--- config.mk ---
export PLATFORM = sky130hd
export DESIGN_NAME = actp_top
export DESIGN_NICKNAME = d
export VERILOG_FILES = /design/src/rtl/actp_pkg.sv /design/src/rtl/actp_clk_div.sv /design/src/rtl/actp_i2c_slave.sv /design/src/rtl/actp_top.sv
export VERILOG_INCLUDE_DIRS = /design/src /design/src/rtl
export SDC_FILE = /design/constraint.sdc
export NUM_CORES = 1
export LEC_CHECK = 0
export BUFFER_PORTS_ARGS = -buffer_cell sky130_fd_sc_hd__clkbuf_2
export CORE_AREA = 2 2 193 233
export DETAILED_ROUTE_END_ITERATION = 12
export DIE_AREA = 0 0 195 235
export PLACE_DENSITY = 0.67
export SLEW_MARGIN = 20
export SYNTH_ARGS = -nofsm -noshare
export SYNTH_HDL_FRONTEND = slang
export SYNTH_SLANG_ARGS = --single-unit
export TNS_END_PERCENT = 10
--- constraint.sdc ---
create_clock -name sys_clk -period 19.4 [get_ports sys_clk]
set_input_delay 2.91 -clock sys_clk [delete_from_list [all_inputs] [get_ports sys_clk]]
set_output_delay 2.91 -clock sys_clk [all_outputs]
set_load 0.005 [all_outputs]
--- src/rtl/actp_params.svh ---
// Constants of the audio clock tree: offsets, fields, resets and timing
`ifndef ACTP_PARAMS_SVH
`define ACTP_PARAMS_SVH

// =====================================================================
// Control port
`define ACTP_I2C_ADDR          7'h18
`define ACTP_PAGE_ZERO         8'h00

// =====================================================================
// Register offsets, page 0
`define ACTP_REG_PAGE_SELECT   8'h00
`define ACTP_REG_SOFT_RESET    8'h01
`define ACTP_REG_ROOT_SEL      8'h04
`define ACTP_REG_PLL_PR        8'h05
`define ACTP_REG_PLL_J         8'h06
`define ACTP_REG_PLL_DHI       8'h07
`define ACTP_REG_PLL_DLO       8'h08
`define ACTP_REG_FIRST_DIV     8'h0B
`define ACTP_REG_SECOND_DIV    8'h0C
`define ACTP_REG_OSR_HI        8'h0D
`define ACTP_REG_OSR_LO        8'h0E
`define ACTP_REG_GP_SRC        8'h19
`define ACTP_REG_GP_DIV        8'h1A
`define ACTP_REG_IFACE_CTRL    8'h1B
`define ACTP_REG_BCLK_SRC      8'h1D
`define ACTP_REG_BCLK_DIV      8'h1E
`define ACTP_REG_DAC_STATUS    8'h25
`define ACTP_REG_DAC_POWER     8'h3F

// =====================================================================
// Field positions
`define ACTP_BIT_DIV_ENABLE    7
`define ACTP_BIT_BCLK_DRIVE    3
`define ACTP_BIT_DAC_LEFT_PWR  7
`define ACTP_BIT_DAC_RIGHT_PWR 6
`define ACTP_BIT_STAT_LEFT     7
`define ACTP_BIT_STAT_RIGHT    3

// =====================================================================
// Reset values
`define ACTP_RST_PLL_PR        8'h11
`define ACTP_RST_PLL_J         8'h04
`define ACTP_RST_DIV           8'h01
`define ACTP_RST_OSR_HI        8'h00
`define ACTP_RST_OSR_LO        8'h80
`define ACTP_RST_ZERO          8'h00

// =====================================================================
// Timing
`define ACTP_CLK_PERIOD_NS     10
`define ACTP_PLL_SETTLE_MS     10
`define ACTP_PLL_SETTLE_CYCLES ((`ACTP_PLL_SETTLE_MS * 1000000) / `ACTP_CLK_PERIOD_NS)
`define ACTP_FRAC_SCALE        14'h2710
`define ACTP_SHUTDOWN_TICKS    8'h40

`endif

--- src/rtl/actp_pkg.sv ---
// Types shared by the audio clock tree modules
package actp_pkg;

   typedef enum logic [2:0] {
      ACTP_I2C_IDLE  = 3'b000,
      ACTP_I2C_ADDR  = 3'b001,
      ACTP_I2C_ACK   = 3'b010,
      ACTP_I2C_WRITE = 3'b011,
      ACTP_I2C_READ  = 3'b100,
      ACTP_I2C_MACK  = 3'b101
   } actp_i2c_state_t;

endpackage

--- src/rtl/actp_clk_div.sv ---
// Enable-gated divider of a tick stream, with pulse and square outputs
`timescale 1ns/100ps
module actp_clk_div #(
   parameter int W = 7
) (
   input  wire logic         sys_clk,
   input  wire logic         srst,
   input  wire logic         en,
   input  wire logic         tick_in,
   input  wire logic [W-1:0] div_val,
   output logic              tick_out,
   output logic              level_out
);

   // A zero field stands for the largest count
   function automatic logic [W:0] span(input logic [W-1:0] v);
      span = (v == '0) ? {1'b1, {W{1'b0}}} : {1'b0, v};
   endfunction

   logic [W:0] count;
   wire  [W:0] n_val      = span(div_val);
   wire  [W:0] half       = (n_val + {{W{1'b0}}, 1'b1}) >> 1;
   wire        wrap       = (count >= n_val - {{W{1'b0}}, 1'b1});
   wire  [W:0] next_count = wrap ? '0 : count + {{W{1'b0}}, 1'b1};

   // Disabled: no edges, and restart from phase zero
   always_ff @(posedge sys_clk) begin
      if (srst || !en) begin
         count     <= '0;
         tick_out  <= 1'b0;
         level_out <= 1'b0;
      end else if (tick_in) begin
         count     <= next_count;
         tick_out  <= wrap;
         level_out <= (next_count < half);
      end else begin
         tick_out  <= 1'b0;
      end
   end

endmodule

--- src/rtl/actp_i2c_slave.sv ---
// Register access port: I2C target with register pointer and auto-increment
`timescale 1ns/100ps
`include "actp_params.svh"
module actp_i2c_slave (
   input  wire logic       sys_clk,
   input  wire logic       srst,
   input  wire logic       scl_in,
   input  wire logic       sda_in,
   output logic            sda_oe,
   output logic            wr_pulse,
   output logic [7:0]      wr_addr,
   output logic [7:0]      wr_data,
   output logic [7:0]      rd_addr,
   input  wire logic [7:0] rd_data
);

   // =====================================================================
   // Pin synchronisers
   logic [1:0] scl_s1, scl_s2;
   logic       scl_prev, sda_prev;
   always_ff @(posedge sys_clk) begin
      scl_s1   <= {scl_s1[0], scl_in};
      scl_s2   <= {scl_s2[0], sda_in};
      scl_prev <= scl_s1[1];
      sda_prev <= scl_s2[1];
   end
   wire scl      = scl_s1[1];
   wire sda      = scl_s2[1];
   wire scl_rise = scl & ~scl_prev;
   wire scl_fall = ~scl & scl_prev;
   wire start_c  = scl & scl_prev & sda_prev & ~sda;
   wire stop_c   = scl & scl_prev & ~sda_prev & sda;

   // =====================================================================
   // Byte engine
   actp_pkg::actp_i2c_state_t st;
   logic [3:0] bitcnt;
   logic [7:0] shreg;
   logic       is_read;
   logic       need_ptr;
   wire        addr_hit = (shreg[7:1] == `ACTP_I2C_ADDR);

   always_ff @(posedge sys_clk) begin
      wr_pulse <= 1'b0;
      if (srst || stop_c) begin
         st     <= actp_pkg::ACTP_I2C_IDLE;
         sda_oe <= 1'b0;
         if (srst) begin
            bitcnt   <= 4'h0;
            shreg    <= 8'h00;
            is_read  <= 1'b0;
            need_ptr <= 1'b0;
            rd_addr  <= 8'h00;
            wr_addr  <= 8'h00;
            wr_data  <= 8'h00;
         end
      end else if (start_c) begin
         st     <= actp_pkg::ACTP_I2C_ADDR;
         bitcnt <= 4'h0;
         sda_oe <= 1'b0;
      end else if (scl_rise) begin
         case (st)
            actp_pkg::ACTP_I2C_ADDR, actp_pkg::ACTP_I2C_WRITE: begin
               shreg  <= {shreg[6:0], sda};
               bitcnt <= bitcnt + 4'h1;
            end
            actp_pkg::ACTP_I2C_READ: bitcnt <= bitcnt + 4'h1;
            actp_pkg::ACTP_I2C_MACK: if (sda) st <= actp_pkg::ACTP_I2C_IDLE;
            default: ;
         endcase
      end else if (scl_fall) begin
         case (st)
            actp_pkg::ACTP_I2C_ADDR: if (bitcnt == 4'h8) begin
               // Only our own address is acknowledged
               st <= addr_hit ? actp_pkg::ACTP_I2C_ACK : actp_pkg::ACTP_I2C_IDLE;
               sda_oe   <= addr_hit;
               is_read  <= shreg[0];
               need_ptr <= ~shreg[0];
            end
            actp_pkg::ACTP_I2C_WRITE: if (bitcnt == 4'h8) begin
               st     <= actp_pkg::ACTP_I2C_ACK;
               sda_oe <= 1'b1;
               if (need_ptr) begin
                  rd_addr  <= shreg; // Register byte first, then data
                  need_ptr <= 1'b0;
               end else begin
                  wr_pulse <= 1'b1;
                  wr_addr  <= rd_addr;
                  wr_data  <= shreg;
                  rd_addr  <= rd_addr + 8'h01;
               end
            end
            actp_pkg::ACTP_I2C_ACK, actp_pkg::ACTP_I2C_MACK: begin
               bitcnt <= 4'h0;
               if (is_read) begin
                  st      <= actp_pkg::ACTP_I2C_READ;
                  shreg   <= rd_data;
                  sda_oe  <= ~rd_data[7];
                  rd_addr <= rd_addr + 8'h01;
               end else begin
                  st     <= actp_pkg::ACTP_I2C_WRITE;
                  sda_oe <= 1'b0;
               end
            end
            actp_pkg::ACTP_I2C_READ: if (bitcnt == 4'h8) begin
               st     <= actp_pkg::ACTP_I2C_MACK;
               sda_oe <= 1'b0;
            end else begin
               shreg  <= {shreg[6:0], 1'b0};
               sda_oe <= ~shreg[6];
            end
            default: ;
         endcase
      end
   end

endmodule

--- src/rtl/actp_top.sv ---
// Audio clock tree: root select, fractional PLL model, cascaded dividers
//
// Overview of operation
// Root clock from master, bit, pin or PLL
// Modulator is root over both dividers; rate over ratio
// Divider fields in 11, 12; ratio in 13/14
// Host enables both dividers before DAC power-up
// Shutdown flags; host disables second then first
// Host disables parents only after children
// Driven bit clock divides source by 1..128
// Bit-clock source: processing or modulator clock
// General pin clock: selected source over 1..128
// PLL output is input times R, J.D over P
// Register 5: enable, P and R, default one
// J field 1..63, default four
// D fraction 14 bits split high and low
// Fraction applies only after low-byte write
// Host keeps PLL input over P in range
// Host keeps root, processing, modulator clocks bounded
// Host limits general clock source frequency
// Software reset also switches PLL off
// Writes at address 0x30: register, then data
// PLL output used only after settling time
// Host powers PLL first, down last
// Disabled dividers silent, restart from known phase
`timescale 1ns/100ps
`include "actp_params.svh"
module actp_top #(
   parameter int unsigned PLL_SETTLE_CYCLES = `ACTP_PLL_SETTLE_CYCLES
) (
   input  wire logic sys_clk,
   input  wire logic srst,
   input  wire logic scl_in,
   input  wire logic sda_in,
   output logic      sda_out,
   output logic      sda_oe,
   input  wire logic mclk_in,
   input  wire logic bclk_in,
   output logic      bclk_out,
   output logic      bclk_oe,
   input  wire logic general_pin_one_in,
   output logic      general_pin_one_out,
   output logic      general_pin_one_oe,
   output logic      modulator_clock_tick,
   output logic      sample_rate_tick,
   output logic      pll_locked
);

   // =====================================================================
   // Register port
   logic       wr_pulse;
   logic [7:0] wr_addr;
   logic [7:0] wr_data;
   logic [7:0] rd_addr;
   wire  [7:0] rd_data;

   actp_i2c_slave u_i2c (
      .sys_clk  (sys_clk),
      .srst     (srst),
      .scl_in   (scl_in),
      .sda_in   (sda_in),
      .sda_oe   (sda_oe),
      .wr_pulse (wr_pulse),
      .wr_addr  (wr_addr),
      .wr_data  (wr_data),
      .rd_addr  (rd_addr),
      .rd_data  (rd_data)
   );

   // =====================================================================
   // Register file, page 0
   logic [7:0] page_select;
   logic [7:0] root_clock_select;
   logic [7:0] pll_enable_prediv_mult;
   logic [7:0] pll_integer_mult;
   logic [7:0] pll_fraction_high;
   logic [7:0] pll_fraction_low;
   logic [7:0] first_divider_ctrl;
   logic [7:0] second_divider_ctrl;
   logic [7:0] oversample_ratio_high;
   logic [7:0] oversample_ratio_low;
   logic [7:0] gp_clock_source_select;
   logic [7:0] gp_clock_divider;
   logic [7:0] iface_ctrl;
   logic [7:0] bitclock_source_select;
   logic [7:0] bitclock_divider;
   logic [7:0] dac_power_ctrl;
   logic [13:0] pll_fraction;
   logic [1:0]  dac_powered;
   logic       soft_rst;

   function automatic logic hit(input logic [7:0] a, input logic [7:0] target,
                                input logic [7:0] page);
      hit = (a == target) && (page == `ACTP_PAGE_ZERO);
   endfunction

   wire p0 = wr_pulse;
   wire wr_page  = p0 && (wr_addr == `ACTP_REG_PAGE_SELECT);
   wire wr_reset = p0 && hit(wr_addr, `ACTP_REG_SOFT_RESET, page_select) && wr_data[0];
   wire wr_dlo   = p0 && hit(wr_addr, `ACTP_REG_PLL_DLO, page_select);
   wire reg_rst  = srst || soft_rst;

   // Software reset takes effect one cycle after the write
   always_ff @(posedge sys_clk) begin
      if (srst) begin
         soft_rst <= 1'b0;
      end else begin
         soft_rst <= wr_reset;
      end
   end

   // Register writes; the reset also clears the PLL enable
   always_ff @(posedge sys_clk) begin
      if (reg_rst) begin
         page_select            <= `ACTP_RST_ZERO;
         root_clock_select      <= `ACTP_RST_ZERO;
         pll_enable_prediv_mult <= `ACTP_RST_PLL_PR;
         pll_integer_mult       <= `ACTP_RST_PLL_J;
         pll_fraction_high      <= `ACTP_RST_ZERO;
         pll_fraction_low       <= `ACTP_RST_ZERO;
         first_divider_ctrl     <= `ACTP_RST_DIV;
         second_divider_ctrl    <= `ACTP_RST_DIV;
         oversample_ratio_high  <= `ACTP_RST_OSR_HI;
         oversample_ratio_low   <= `ACTP_RST_OSR_LO;
         gp_clock_source_select <= `ACTP_RST_ZERO;
         gp_clock_divider       <= `ACTP_RST_DIV;
         iface_ctrl             <= `ACTP_RST_ZERO;
         bitclock_source_select <= `ACTP_RST_ZERO;
         bitclock_divider       <= `ACTP_RST_DIV;
         dac_power_ctrl         <= `ACTP_RST_ZERO;
         pll_fraction           <= 14'h0000;
      end else if (p0) begin
         if (wr_page) page_select <= wr_data;
         if (hit(wr_addr, `ACTP_REG_ROOT_SEL, page_select)) root_clock_select <= wr_data;
         if (hit(wr_addr, `ACTP_REG_PLL_PR, page_select)) pll_enable_prediv_mult <= wr_data;
         if (hit(wr_addr, `ACTP_REG_PLL_J, page_select)) pll_integer_mult <= wr_data & 8'h3F;
         if (hit(wr_addr, `ACTP_REG_PLL_DHI, page_select)) pll_fraction_high <= wr_data & 8'h3F;
         if (wr_dlo) begin
            pll_fraction_low <= wr_data;
            pll_fraction     <= {pll_fraction_high[5:0], wr_data};
         end
         if (hit(wr_addr, `ACTP_REG_FIRST_DIV, page_select)) first_divider_ctrl <= wr_data;
         if (hit(wr_addr, `ACTP_REG_SECOND_DIV, page_select)) second_divider_ctrl <= wr_data;
         if (hit(wr_addr, `ACTP_REG_OSR_HI, page_select)) oversample_ratio_high <= wr_data & 8'h03;
         if (hit(wr_addr, `ACTP_REG_OSR_LO, page_select)) oversample_ratio_low <= wr_data;
         if (hit(wr_addr, `ACTP_REG_GP_SRC, page_select)) gp_clock_source_select <= wr_data & 8'h07;
         if (hit(wr_addr, `ACTP_REG_GP_DIV, page_select)) gp_clock_divider <= wr_data;
         if (hit(wr_addr, `ACTP_REG_IFACE_CTRL, page_select)) iface_ctrl <= wr_data;
         if (hit(wr_addr, `ACTP_REG_BCLK_SRC, page_select)) bitclock_source_select <= wr_data;
         if (hit(wr_addr, `ACTP_REG_BCLK_DIV, page_select)) bitclock_divider <= wr_data;
         if (hit(wr_addr, `ACTP_REG_DAC_POWER, page_select)) dac_power_ctrl <= wr_data;
      end
   end

   // Status register: live shutdown state of each channel
   wire [7:0] dac_power_status = {dac_powered[0], 3'b000, dac_powered[1], 3'b000};

   function automatic logic [7:0] reg_read(input logic [7:0] a, input logic [7:0] page);
      reg_read = 8'h00;
      if (a == `ACTP_REG_PAGE_SELECT) reg_read = page_select;
      else if (page == `ACTP_PAGE_ZERO) begin
         case (a)
            `ACTP_REG_ROOT_SEL:    reg_read = root_clock_select;
            `ACTP_REG_PLL_PR:      reg_read = pll_enable_prediv_mult;
            `ACTP_REG_PLL_J:       reg_read = pll_integer_mult;
            `ACTP_REG_PLL_DHI:     reg_read = pll_fraction_high;
            `ACTP_REG_PLL_DLO:     reg_read = pll_fraction_low;
            `ACTP_REG_FIRST_DIV:   reg_read = first_divider_ctrl;
            `ACTP_REG_SECOND_DIV:  reg_read = second_divider_ctrl;
            `ACTP_REG_OSR_HI:      reg_read = oversample_ratio_high;
            `ACTP_REG_OSR_LO:      reg_read = oversample_ratio_low;
            `ACTP_REG_GP_SRC:      reg_read = gp_clock_source_select;
            `ACTP_REG_GP_DIV:      reg_read = gp_clock_divider;
            `ACTP_REG_IFACE_CTRL:  reg_read = iface_ctrl;
            `ACTP_REG_BCLK_SRC:    reg_read = bitclock_source_select;
            `ACTP_REG_BCLK_DIV:    reg_read = bitclock_divider;
            `ACTP_REG_DAC_STATUS:  reg_read = dac_power_status;
            `ACTP_REG_DAC_POWER:   reg_read = dac_power_ctrl;
            default:               reg_read = 8'h00;
         endcase
      end
   endfunction

   assign rd_data = reg_read(rd_addr, page_select);

   // =====================================================================
   // Clock pins, sampled as tick streams
   logic [2:0] pin_s1, pin_s2, pin_prev;
   always_ff @(posedge sys_clk) begin
      pin_s1   <= {general_pin_one_in, bclk_in, mclk_in};
      pin_s2   <= pin_s1;
      pin_prev <= pin_s2;
   end
   wire [2:0] pin_tick = pin_s2 & ~pin_prev;

   // =====================================================================
   // Fractional PLL model: credit-based tick multiplier
   // Output is capped at one tick per sys_clk; a real PLL is far faster
   wire        pll_en    = pll_enable_prediv_mult[7];
   wire [3:0]  p_val     = (pll_enable_prediv_mult[6:4] == 3'b000) ? 4'h8
                                                                  : {1'b0, pll_enable_prediv_mult[6:4]};
   wire [4:0]  r_val     = (pll_enable_prediv_mult[3:0] == 4'h0) ? 5'h10
                                                                 : {1'b0, pll_enable_prediv_mult[3:0]};
   wire [19:0] jd_val    = 20'(pll_integer_mult[5:0]) * 20'(`ACTP_FRAC_SCALE) + 20'(pll_fraction);
   wire [24:0] pll_step  = 25'(r_val) * 25'(jd_val);
   wire [16:0] pll_thr   = 17'(p_val) * 17'(`ACTP_FRAC_SCALE);
   wire        pll_src   = (root_clock_select[3:2] == 2'b00) ? pin_tick[0] :
                           (root_clock_select[3:2] == 2'b01) ? pin_tick[1] :
                           (root_clock_select[3:2] == 2'b10) ? pin_tick[2] : 1'b0;
   logic [27:0] pll_credit;
   logic [31:0] settle_cnt;
   logic        pll_tick;
   wire  [27:0] credit_add = (pll_src && !pll_credit[27]) ? 28'(pll_step) : 28'h0000000;
   wire         credit_ok  = (pll_credit >= 28'(pll_thr));

   // Multiply by R and J.D, divide by P
   always_ff @(posedge sys_clk) begin
      if (reg_rst || !pll_en) begin
         pll_credit <= 28'h0000000;
         pll_tick   <= 1'b0;
      end else begin
         pll_credit <= pll_credit + credit_add - (credit_ok ? 28'(pll_thr) : 28'h0000000);
         pll_tick   <= credit_ok && pll_locked;
      end
   end

   // Output held off until the settling time has passed
   always_ff @(posedge sys_clk) begin
      if (reg_rst || !pll_en) begin
         settle_cnt <= 32'h00000000;
         pll_locked <= 1'b0;
      end else if (!pll_locked) begin
         settle_cnt <= settle_cnt + 32'h00000001;
         pll_locked <= (settle_cnt >= PLL_SETTLE_CYCLES - 1);
      end
   end

   // =====================================================================
   // Root clock and cascaded dividers
   wire root_tick = (root_clock_select[1:0] == 2'b00) ? pin_tick[0] :
                    (root_clock_select[1:0] == 2'b01) ? pin_tick[1] :
                    (root_clock_select[1:0] == 2'b10) ? pin_tick[2] : pll_tick;
   wire mac_tick;
   wire mod_tick;
   wire fs_tick;
   wire bclk_level;
   wire gp_level;
   wire div1_on = first_divider_ctrl[`ACTP_BIT_DIV_ENABLE];
   wire div2_on = second_divider_ctrl[`ACTP_BIT_DIV_ENABLE];

   // Modulator = root / (first x second); rate = modulator / ratio
   actp_clk_div #(.W(7)) u_first_divider (
      .sys_clk (sys_clk), .srst (reg_rst), .en (div1_on), .tick_in (root_tick),
      .div_val (first_divider_ctrl[6:0]), .tick_out (mac_tick), .level_out ()
   );
   actp_clk_div #(.W(7)) u_second_divider (
      .sys_clk (sys_clk), .srst (reg_rst), .en (div2_on), .tick_in (mac_tick),
      .div_val (second_divider_ctrl[6:0]), .tick_out (mod_tick), .level_out ()
   );
   actp_clk_div #(.W(10)) u_oversample_ratio (
      .sys_clk (sys_clk), .srst (reg_rst), .en (div1_on && div2_on), .tick_in (mod_tick),
      .div_val ({oversample_ratio_high[1:0], oversample_ratio_low}),
      .tick_out (fs_tick), .level_out ()
   );

   // Bit clock source: processing or modulator clock
   wire bclk_src = (bitclock_source_select[1:0] == 2'b00) ? mac_tick :
                   (bitclock_source_select[1:0] == 2'b01) ? mod_tick : 1'b0;
   actp_clk_div #(.W(7)) u_bitclock_divider (
      .sys_clk (sys_clk), .srst (reg_rst), .en (bitclock_divider[`ACTP_BIT_DIV_ENABLE]),
      .tick_in (bclk_src), .div_val (bitclock_divider[6:0]),
      .tick_out (), .level_out (bclk_level)
   );

   // General clock source multiplexer
   wire [7:0] gp_sources = {2'b00, mod_tick, mac_tick, pll_tick, 1'b0, pin_tick[1], pin_tick[0]};
   wire       gp_src     = gp_sources[gp_clock_source_select[2:0]];
   actp_clk_div #(.W(7)) u_gp_clock_divider (
      .sys_clk (sys_clk), .srst (reg_rst), .en (gp_clock_divider[`ACTP_BIT_DIV_ENABLE]),
      .tick_in (gp_src), .div_val (gp_clock_divider[6:0]),
      .tick_out (), .level_out (gp_level)
   );

   // =====================================================================
   // DAC channel power and shutdown sequence
   // Shutdown only advances on modulator ticks, so it stalls if the host
   // turns the dividers off early
   logic [7:0] shut_cnt [2];
   wire  [1:0] dac_req = {dac_power_ctrl[`ACTP_BIT_DAC_RIGHT_PWR],
                          dac_power_ctrl[`ACTP_BIT_DAC_LEFT_PWR]};

   always_ff @(posedge sys_clk) begin
      for (int i = 0; i < 2; i++) begin
         if (reg_rst) begin
            dac_powered[i] <= 1'b0;
            shut_cnt[i]    <= 8'h00;
         end else if (dac_req[i]) begin
            shut_cnt[i] <= 8'h00;
            if (mod_tick) dac_powered[i] <= 1'b1;
         end else if (dac_powered[i] && mod_tick) begin
            shut_cnt[i] <= shut_cnt[i] + 8'h01;
            if (shut_cnt[i] == `ACTP_SHUTDOWN_TICKS - 8'h01) dac_powered[i] <= 1'b0;
         end
      end
   end

   // =====================================================================
   // Registered outputs
   always_ff @(posedge sys_clk) begin
      if (srst) begin
         sda_out              <= 1'b0;
         bclk_out             <= 1'b0;
         bclk_oe              <= 1'b0;
         general_pin_one_out  <= 1'b0;
         general_pin_one_oe   <= 1'b0;
         modulator_clock_tick <= 1'b0;
         sample_rate_tick     <= 1'b0;
      end else begin
         sda_out              <= 1'b0;
         bclk_out             <= bclk_level;
         bclk_oe              <= iface_ctrl[`ACTP_BIT_BCLK_DRIVE];
         general_pin_one_out  <= gp_level;
         general_pin_one_oe   <= gp_clock_divider[`ACTP_BIT_DIV_ENABLE];
         modulator_clock_tick <= mod_tick;
         sample_rate_tick     <= fs_tick;
      end
   end

endmodule

==> results of run 1 <==
## final timing paths
| check | to | slack [ps] | cells after the start |
|---|---|---|---|
| max | pll_credit[27]$_SDFF_PP0_ | 10240 | 38 |
| max reg2reg | pll_credit[27]$_SDFF_PP0_ | 10240 | 38 |
| min | pin_s2[0]$_DFF_P_ | 330 | 0 |
| min reg2reg | pin_s2[0]$_DFF_P_ | 330 | 0 |
## final cells by class
cell class | instances | share of cell area
clock buffers | 52 | 0.04561
clock inverters | 15 | 0.009443
inverters | 209 | 0.03235
multi-input cells | 1988 | 0.5951
well taps | 559 | 0.02884
flip-flops and latches | 312 | 0.2799
repair buffers | 33 | 0.008772
## cells in the mapped netlist, drive strengths merged (5+ instances only)
master	count
nor2	354
dfxtp	258
nand2	211
ha	210
inv	209
a21oi	132
mux2i	124
xor2	101
o21ai	92
clkbuf	87
nand3	78
xnor2	78
fa	76
and2	63
edfxtp	54
nor2b	45
nor3	43
nand2b	42
a21o	36
and3	36
or3	25
nand4	21
buf	19
a22oi	18
a31oi	18
nor4	17
o21a	12
a22o	10
a32oi	9
o211ai	9
o21bai	9
a211oi	8
nor3b	8
or2	8
a221oi	7
mux2	7
o41ai	7
a32o	6
nand3b	6
a222oi	5
and4	5
or4	5
## kinds of logic after synthesis
logic type                 after synthesis  synth area share
muxes                                  133           0.06090
xor gates and xnor gates               179           0.06995
and+or+nand+nor                        973            0.2073
AOI/OAI and AO/OA                      416            0.1197
buffers and inverters                  315           0.05404
DFF                                    312            0.3028
other                                    1         0.0001673
adders and majority gates              286            0.1851
## critical path: cells and delay by family (launching register included)
kind / cells / cell delay (ps)
adder cells (fa/ha/maj): 11 / 4390
AO/OA/AOI/OAI: 14 / 2490
XOR/XNOR: 3 / 670
flip-flops: 1 / 480
buffers and inverters: 6 / 420
multiplexers: 1 / 350
AND/OR/NAND/NOR: 3 / 260
## per-layer routing
metal / up-vias / track usage
met5: - / 0
met4: 0 / 0.1140
met3: 153 / 0.03445
met2: 367 / 0.4392
met1: 8731 / 0.2815
li1: 8869 / -
## power breakdown
group	switching (mW)	internal [mW]	leakage (nW)
Sequential	0.0142	0.668	2.62
Combinational	0.0419	0.0224	6.78
Clock	0.287	0.478	0.655
## flip-flops by register name (all words and copies together) (netlist names), 11 cells and up
register and cells:
settle_cnt 32, pll_credit 28, shut_cnt 16, u_oversample_ratio.count 11
==> summary.md, run 1 <==
| Metric | Value |
|---|---|
| Status | `complete, no violations` |
| Final Cycle Share | `0.4724` |
| IO Port Bufs | `14` |
| Number of antenna diodes | `0` |
| Leading post-synthesis cells by cell area | `dfxtp_1 (23%), ha_1 (12%), edfxtp_1 (7.2%), fa_1 (6.8%), nor2_1 (5.8%)` |
| Starting Density | `0.5151` |
| Core area | `43510 µm²` |
| Seq cells post-synth | `312` |
| Fill cells | `4005` |
| Post-DP Area | `22910 µm²` |
| Max Used Layer | `met4` |
| Detail Route Antenna Nets | `0` |
| Synth Area per Inst | `8.571 µm²` |
| Vias per inst | `5.720` |
| Leak | `10.06 nW` |
| Yosys cell types | `84` |
| CP peak stage delay | `550 ps` |
| Met1 WL | `22.91 mm` |
| Min-delay src | `pin_s1[0]$_DFF_P_` |
| Yosys top cell by area | `dfxtp_1` |
| Final Core Density | `0.5573` |
| Nets | `2875` |
| Post-synthesis cell count | `2615` |
| Final Cell Area | `24250 µm²` |
| Reg clk slew, reported paths | `60 ps` |
| CTS HTree Levels | `2` |
| DRT Wirelength | `55.73 mm` |
| Crit path max fanout | `7` |
| IO Pins | `16` |
| Commonest non-fill, non-tap cell in the layout | `nor2_1` |
| Leading register cell type out of synthesis | `dfxtp_1` |
| Slew Limit Fails | `0` |
| Global-route wire length before repair | `91.31 mm` |
| Number of global-route vias before repair | `18110` |
| Register area | `6787 µm²` |
| Overall Power | `1.511 mW` |
| Clock buffer depth | `3` |
| Final Critical Period | `9164 ps` |
| Post-CTS Resized | `0` |
| Die area | `45830 µm²` |
| Worst Path Arrival | `9600 ps` |
| Cell Area, Synth | `22410 µm²` |
| Number of CTS-inserted buffers | `38` |
| Iteration count of the initial detailed-routing pass | `6` |
| Least-Margin Pin Slew | `952.0 ps` |
| CP endpoint kind | `flop` |
| Metal2 WL | `27.98 mm` |
| Relative slew slack | `0.3610` |
| Final Hold Vio Count | `0` |
| Clk root buf | `clkbuf_16` |
| Crit-path slowest cell | `fa_1` |
| EDFF count, synth | `54` |
| Async SR Flop Fraction | `0` |
| Dpl ws | `10230 ps` |
| Routed len/inst | `17.59 µm` |
| Total clock sinks | `312` |
| Syn. warnings | `0` |
| Unrepaired setup endpoints after global routing | `false` |
| Met3 wire len | `2.182 mm` |
| Die W | `195 µm` |
| Yosys top cell area share | `0.2304` |
| CTS tree | `built` |
| Max cap viols | `0` |
| Setup TNS | `0 ps` |
| Placed insts | `3101` |
| Power Density | `62.31 nW/µm²` |
| Skew-Pair Late Insertion Delay | `560 ps` |
| Final setup fails | `0` |
| Clock Skews | `15.95 ps` |
| 1st-iter DRT viols | `1163` |
| Via count | `18120` |
| Die Ht | `235 µm` |
| Final non-filler cell total | `3168` |
| # rows | `84` |
| Max VDD drop | `0.08163 mV` |
| Worst setup SP type | `flop` |
| Commonest non-fill, non-tap cells in the layout | `nor2_1 (347), dfxtp_1 (258), nand2_1 (210), ha_1 (210), inv_1 (209)` |
| Final worst slack | `10240 ps` |
| Largest net degree at the start of global routing | `81` |
| Post-DP HPWL | `41.75 mm` |
| Sequential cell area fraction in the yosys report | `0.3028` |
| Area of the multi-input gates | `14430 µm²` |
| Setup Buffers After CTS | `0` |
| Syn Nets | `2908` |
| Critical Path Source | `pll_integer_mult[1]$_SDFFE_PN0P_` |
| Hold Path Class | `flop to flop` |
| Area added between synthesis and finish | `8.184%` |
| Initial antenna violation count | `0` |
| R2r startpoint | `pll_integer_mult[1]$_SDFFE_PN0P_` |
| Fmax achieved | `109.1 MHz` |
| GRT Residual Overflow | `0` |
| GRT Util Overall | `0.2429` |
| CP Class | `flop to flop` |
| Worst EP required | `19840 ps` |
| Fraction of layout cells with a size suffix above 1 | `0.05021` |
| Hold Buf Count CTS | `0` |
| Hold Slack | `327.8 ps` |
| Final GP Congestion | `0.9468` |
| Drt drc | `0` |
Note: power is estimated with default switching activity, not from simulation.
==> inputs of run 2 (changes only) <==
PLACE_DENSITY = 0.69   (was 0.67)
clock period = 7.4 ns   (was 19.4 ns; I/O delays follow)
==> run 2 against run 1 <==
Against the previous run:
- maximum frequency up 16%
- combinational power rose to 2.9 times the previous value
- core utilization grew 2.6 points
- die area stayed put
- power grew to 2.5 times the previous value
- critical path depth unchanged
- highest routed layer unchanged
- the flow now finishes with violations (setup timing)
- global-route usage up 0.34 points
- sequential share of layout area fell by 1.2 points
==> summary.md, run 2 (synthesized netlist as in run 1, its figures left out) <==
| Metric | Value |
|---|---|
| Status | `finished, violations left` |
| Failing checks | `setup timing` |
| CTS HTree Levels | `2 (unchanged)` |
| Global-route wire length before repair | `93.14 mm (+2.0%)` |
| Setup TNS | `-4222 ps (-4222 ps)` |
| Commonest non-fill, non-tap cell in the layout | `nor2_1` |
| Cell mode on critical path | `fa_1` |
| R2R cell count | `38 (unchanged)` |
| Iteration count of the initial detailed-routing pass | `9 (+3)` |
| Detail Route Antenna Nets | `0 (unchanged)` |
| Routed len/inst | `17.39 µm (-1.2%)` |
| Number of global-route vias before repair | `18780 (+3.7%)` |
| Max reg flops | `32 (unchanged)` |
| 1st-iter DRT viols | `1026 (-12%)` |
| IO Pins | `16 (unchanged)` |
| CP peak stage delay | `550 ps (about the same)` |
| Crit. path cell count | `38 (unchanged)` |
| Worst setup SP type | `flop` |
| CP endpoint kind | `flop` |
| Top flop regs | `settle_cnt: 32 flops, pll_credit: 28 flops, shut_cnt: 16 flops` |
| IO Port Bufs | `14 (unchanged)` |
| Skew-Pair Late Insertion Delay | `550 ps (about the same)` |
| Largest Register | `settle_cnt` |
| DRT Wirelength | `56.85 mm (+2.0%)` |
| Slew Limit Fails | `0 (unchanged)` |
| Nets | `2976 (+3.5%)` |
| Worst EP required | `7830 ps (-12010 ps)` |
| Max VDD drop | `0.1730 mV (+110%)` |
| Number of CTS-inserted buffers | `36 (-5.3%)` |
| Number of antenna diodes | `0 (unchanged)` |
| Max cap viols | `0 (unchanged)` |
| Fmax achieved | `126.2 MHz (+16%)` |
| Final Cycle Share | `1.071 (+0.5987)` |
| Critical Path Source | `pll_integer_mult[0]$_SDFFE_PN0P_` |
| Largest net degree at the start of global routing | `63 (-22%)` |
| Clk root buf | `clkbuf_16` |
| Initial antenna violation count | `0 (unchanged)` |
| Final setup fails | `12 (+12)` |
| GRT Util Overall | `0.2463 (+0.003379)` |
| Final Critical Period | `7926 ps (-1239 ps)` |
| Relative slew slack | `0.2813 (-0.07978)` |
| CP Class | `flop to flop` |
| Leak | `10.58 nW (+5.2%)` |
| Starting Density | `0.5151 (unchanged)` |
| Post-DP HPWL | `42.98 mm (+2.9%)` |
| Clock buffer depth | `3 (unchanged)` |
| Min-delay src | `u_i2c.scl_s1[0]$_DFF_P_` |
| Crit-path slowest cell | `fa_1` |
| Overall Power | `3.846 mW (+150%)` |
| Worst setup path endpoint | `pll_credit[27]$_SDFF_PP0_` |
| Worst Path Arrival | `8360 ps (-1240 ps)` |
| Commonest non-fill, non-tap cells in the layout | `nor2_1 (345), dfxtp_1 (255), nand2_1 (209)` |
| Unrepaired setup endpoints after global routing | `true` |
| Total clock sinks | `312 (unchanged)` |
| Hold Buf Count CTS | `0 (unchanged)` |
| Least-Margin Pin Slew | `1078 ps (+126.1 ps)` |
| CTS tree | `built` |
| Fraction of layout cells with a size suffix above 1 | `0.1114 (+0.06119)` |
| Via count | `18500 (+2.1%)` |
| Final worst slack | `-525.7 ps (-10760 ps)` |
| Worst path top cell family by delay | `adder cells` |
| Area of the multi-input gates | `14860 µm² (+2.9%)` |
| GRT Residual Overflow | `0 (unchanged)` |
| Placed insts | `3199 (+3.2%)` |
| R2r startpoint | `pll_integer_mult[0]$_SDFFE_PN0P_` |
| Final Core Density | `0.5830 (+0.02571)` |
| Reg clk slew, reported paths | `60 ps (about the same)` |
| Die W | `195 µm (unchanged)` |
| Power Density | `151.6 nW/µm² (+140%)` |
| Vias per inst | `5.658 (-1.1%)` |
| Flop-to-flop setup slack | `-530 ps (-10760 ps)` |
| Die Ht | `235 µm (unchanged)` |
| Core area | `43510 µm² (unchanged)` |
| Crit path max fanout | `4 (-3)` |
| Final Hold Vio Count | `0 (unchanged)` |
| Die area | `45830 µm² (unchanged)` |
| CP Buf/Inv Count | `6 (unchanged)` |
| Dpl ws | `-702.8 ps (-10940 ps)` |
| Area added between synthesis and finish | `13.17%` |
| Register area | `6795 µm² (+0.13%)` |
| Drt drc | `0 (unchanged)` |
| R2r endpoint | `pll_credit[27]$_SDFF_PP0_` |
| Fill cells | `3874 (-3.3%)` |
| Clock Skews | `18.97 ps (+3.017 ps)` |
| Final GP Congestion | `0.9592 (+1.3%)` |
| Final non-filler cell total | `3270 (+3.2%)` |
| Hold Path Class | `flop to flop` |
| # rows | `84 (unchanged)` |
[run 2: cell type report]
type | instances | area share
Sequential cell | 312 | 0.2679
Inverter | 209 | 0.03093
Timing Repair Buffer | 136 | 0.03887
Clock inverter | 21 | 0.009914
Multi-Input combinational cell | 1988 | 0.5856
Clock buffer | 45 | 0.03921
Tap cell | 559 | 0.02757
[run 2: metal layers]
layer	track usage	vias to the layer above	wire length [µm]	part of all wire
met1	0.2775	8883	22830	0.40
met5	0	-	0	0
li1	-	9073	-	-
met4	0.1036	0	2334	0.041
met2	0.4672	412	29620	0.52
met3	0.02598	133	2071	0.036
[run 2: how the worst min path moves through the flow]
| stage | end | slack [ps] | cells past startpoint |
|---|---|---|---|
| 5_1_grt | pin_s2[2]$_DFF_P_ | 330 | 0 |
| 2_1_floorplan | pin_s2[0]$_DFF_P_ | 310 | 0 |
| 6_report | u_i2c.scl_s1[1]$_DFF_P_ | 330 | 0 |
| 3_3_place_gp | pin_s2[2]$_DFF_P_ | 310 | 0 |
| 4_1_cts | u_i2c.scl_s1[1]$_DFF_P_ | 330 | 0 |
| 3_5_place_dp | u_i2c.scl_s1[1]$_DFF_P_ | 310 | 0 |
[run 2: power by group]
group	switching (mW)	internal [mW]	leakage (nW)
clock	0.768	1.11	0.613
sequential	0.0340	1.75	2.62
combinational	0.119	0.0668	7.35
total	0.921	2.92	10.6
[run 2: repair_timing]
item,CTS,global route
pin swaps,24,4
setup endpoints to repair,12,13
buffers inserted,4,1
resized for setup,12,11
[run 2: per-stage QoR]
step / hold slack, ps / area (µm²)
2_1_floorplan: 309.6 / 22740
3_3_place_gp: 313.8 / 23960
3_5_place_dp: 314.3 / 23960
4_1_cts: 328.4 / 25290
5_1_grt: 333.5 / 25370
6_report: 325.5 / 25370
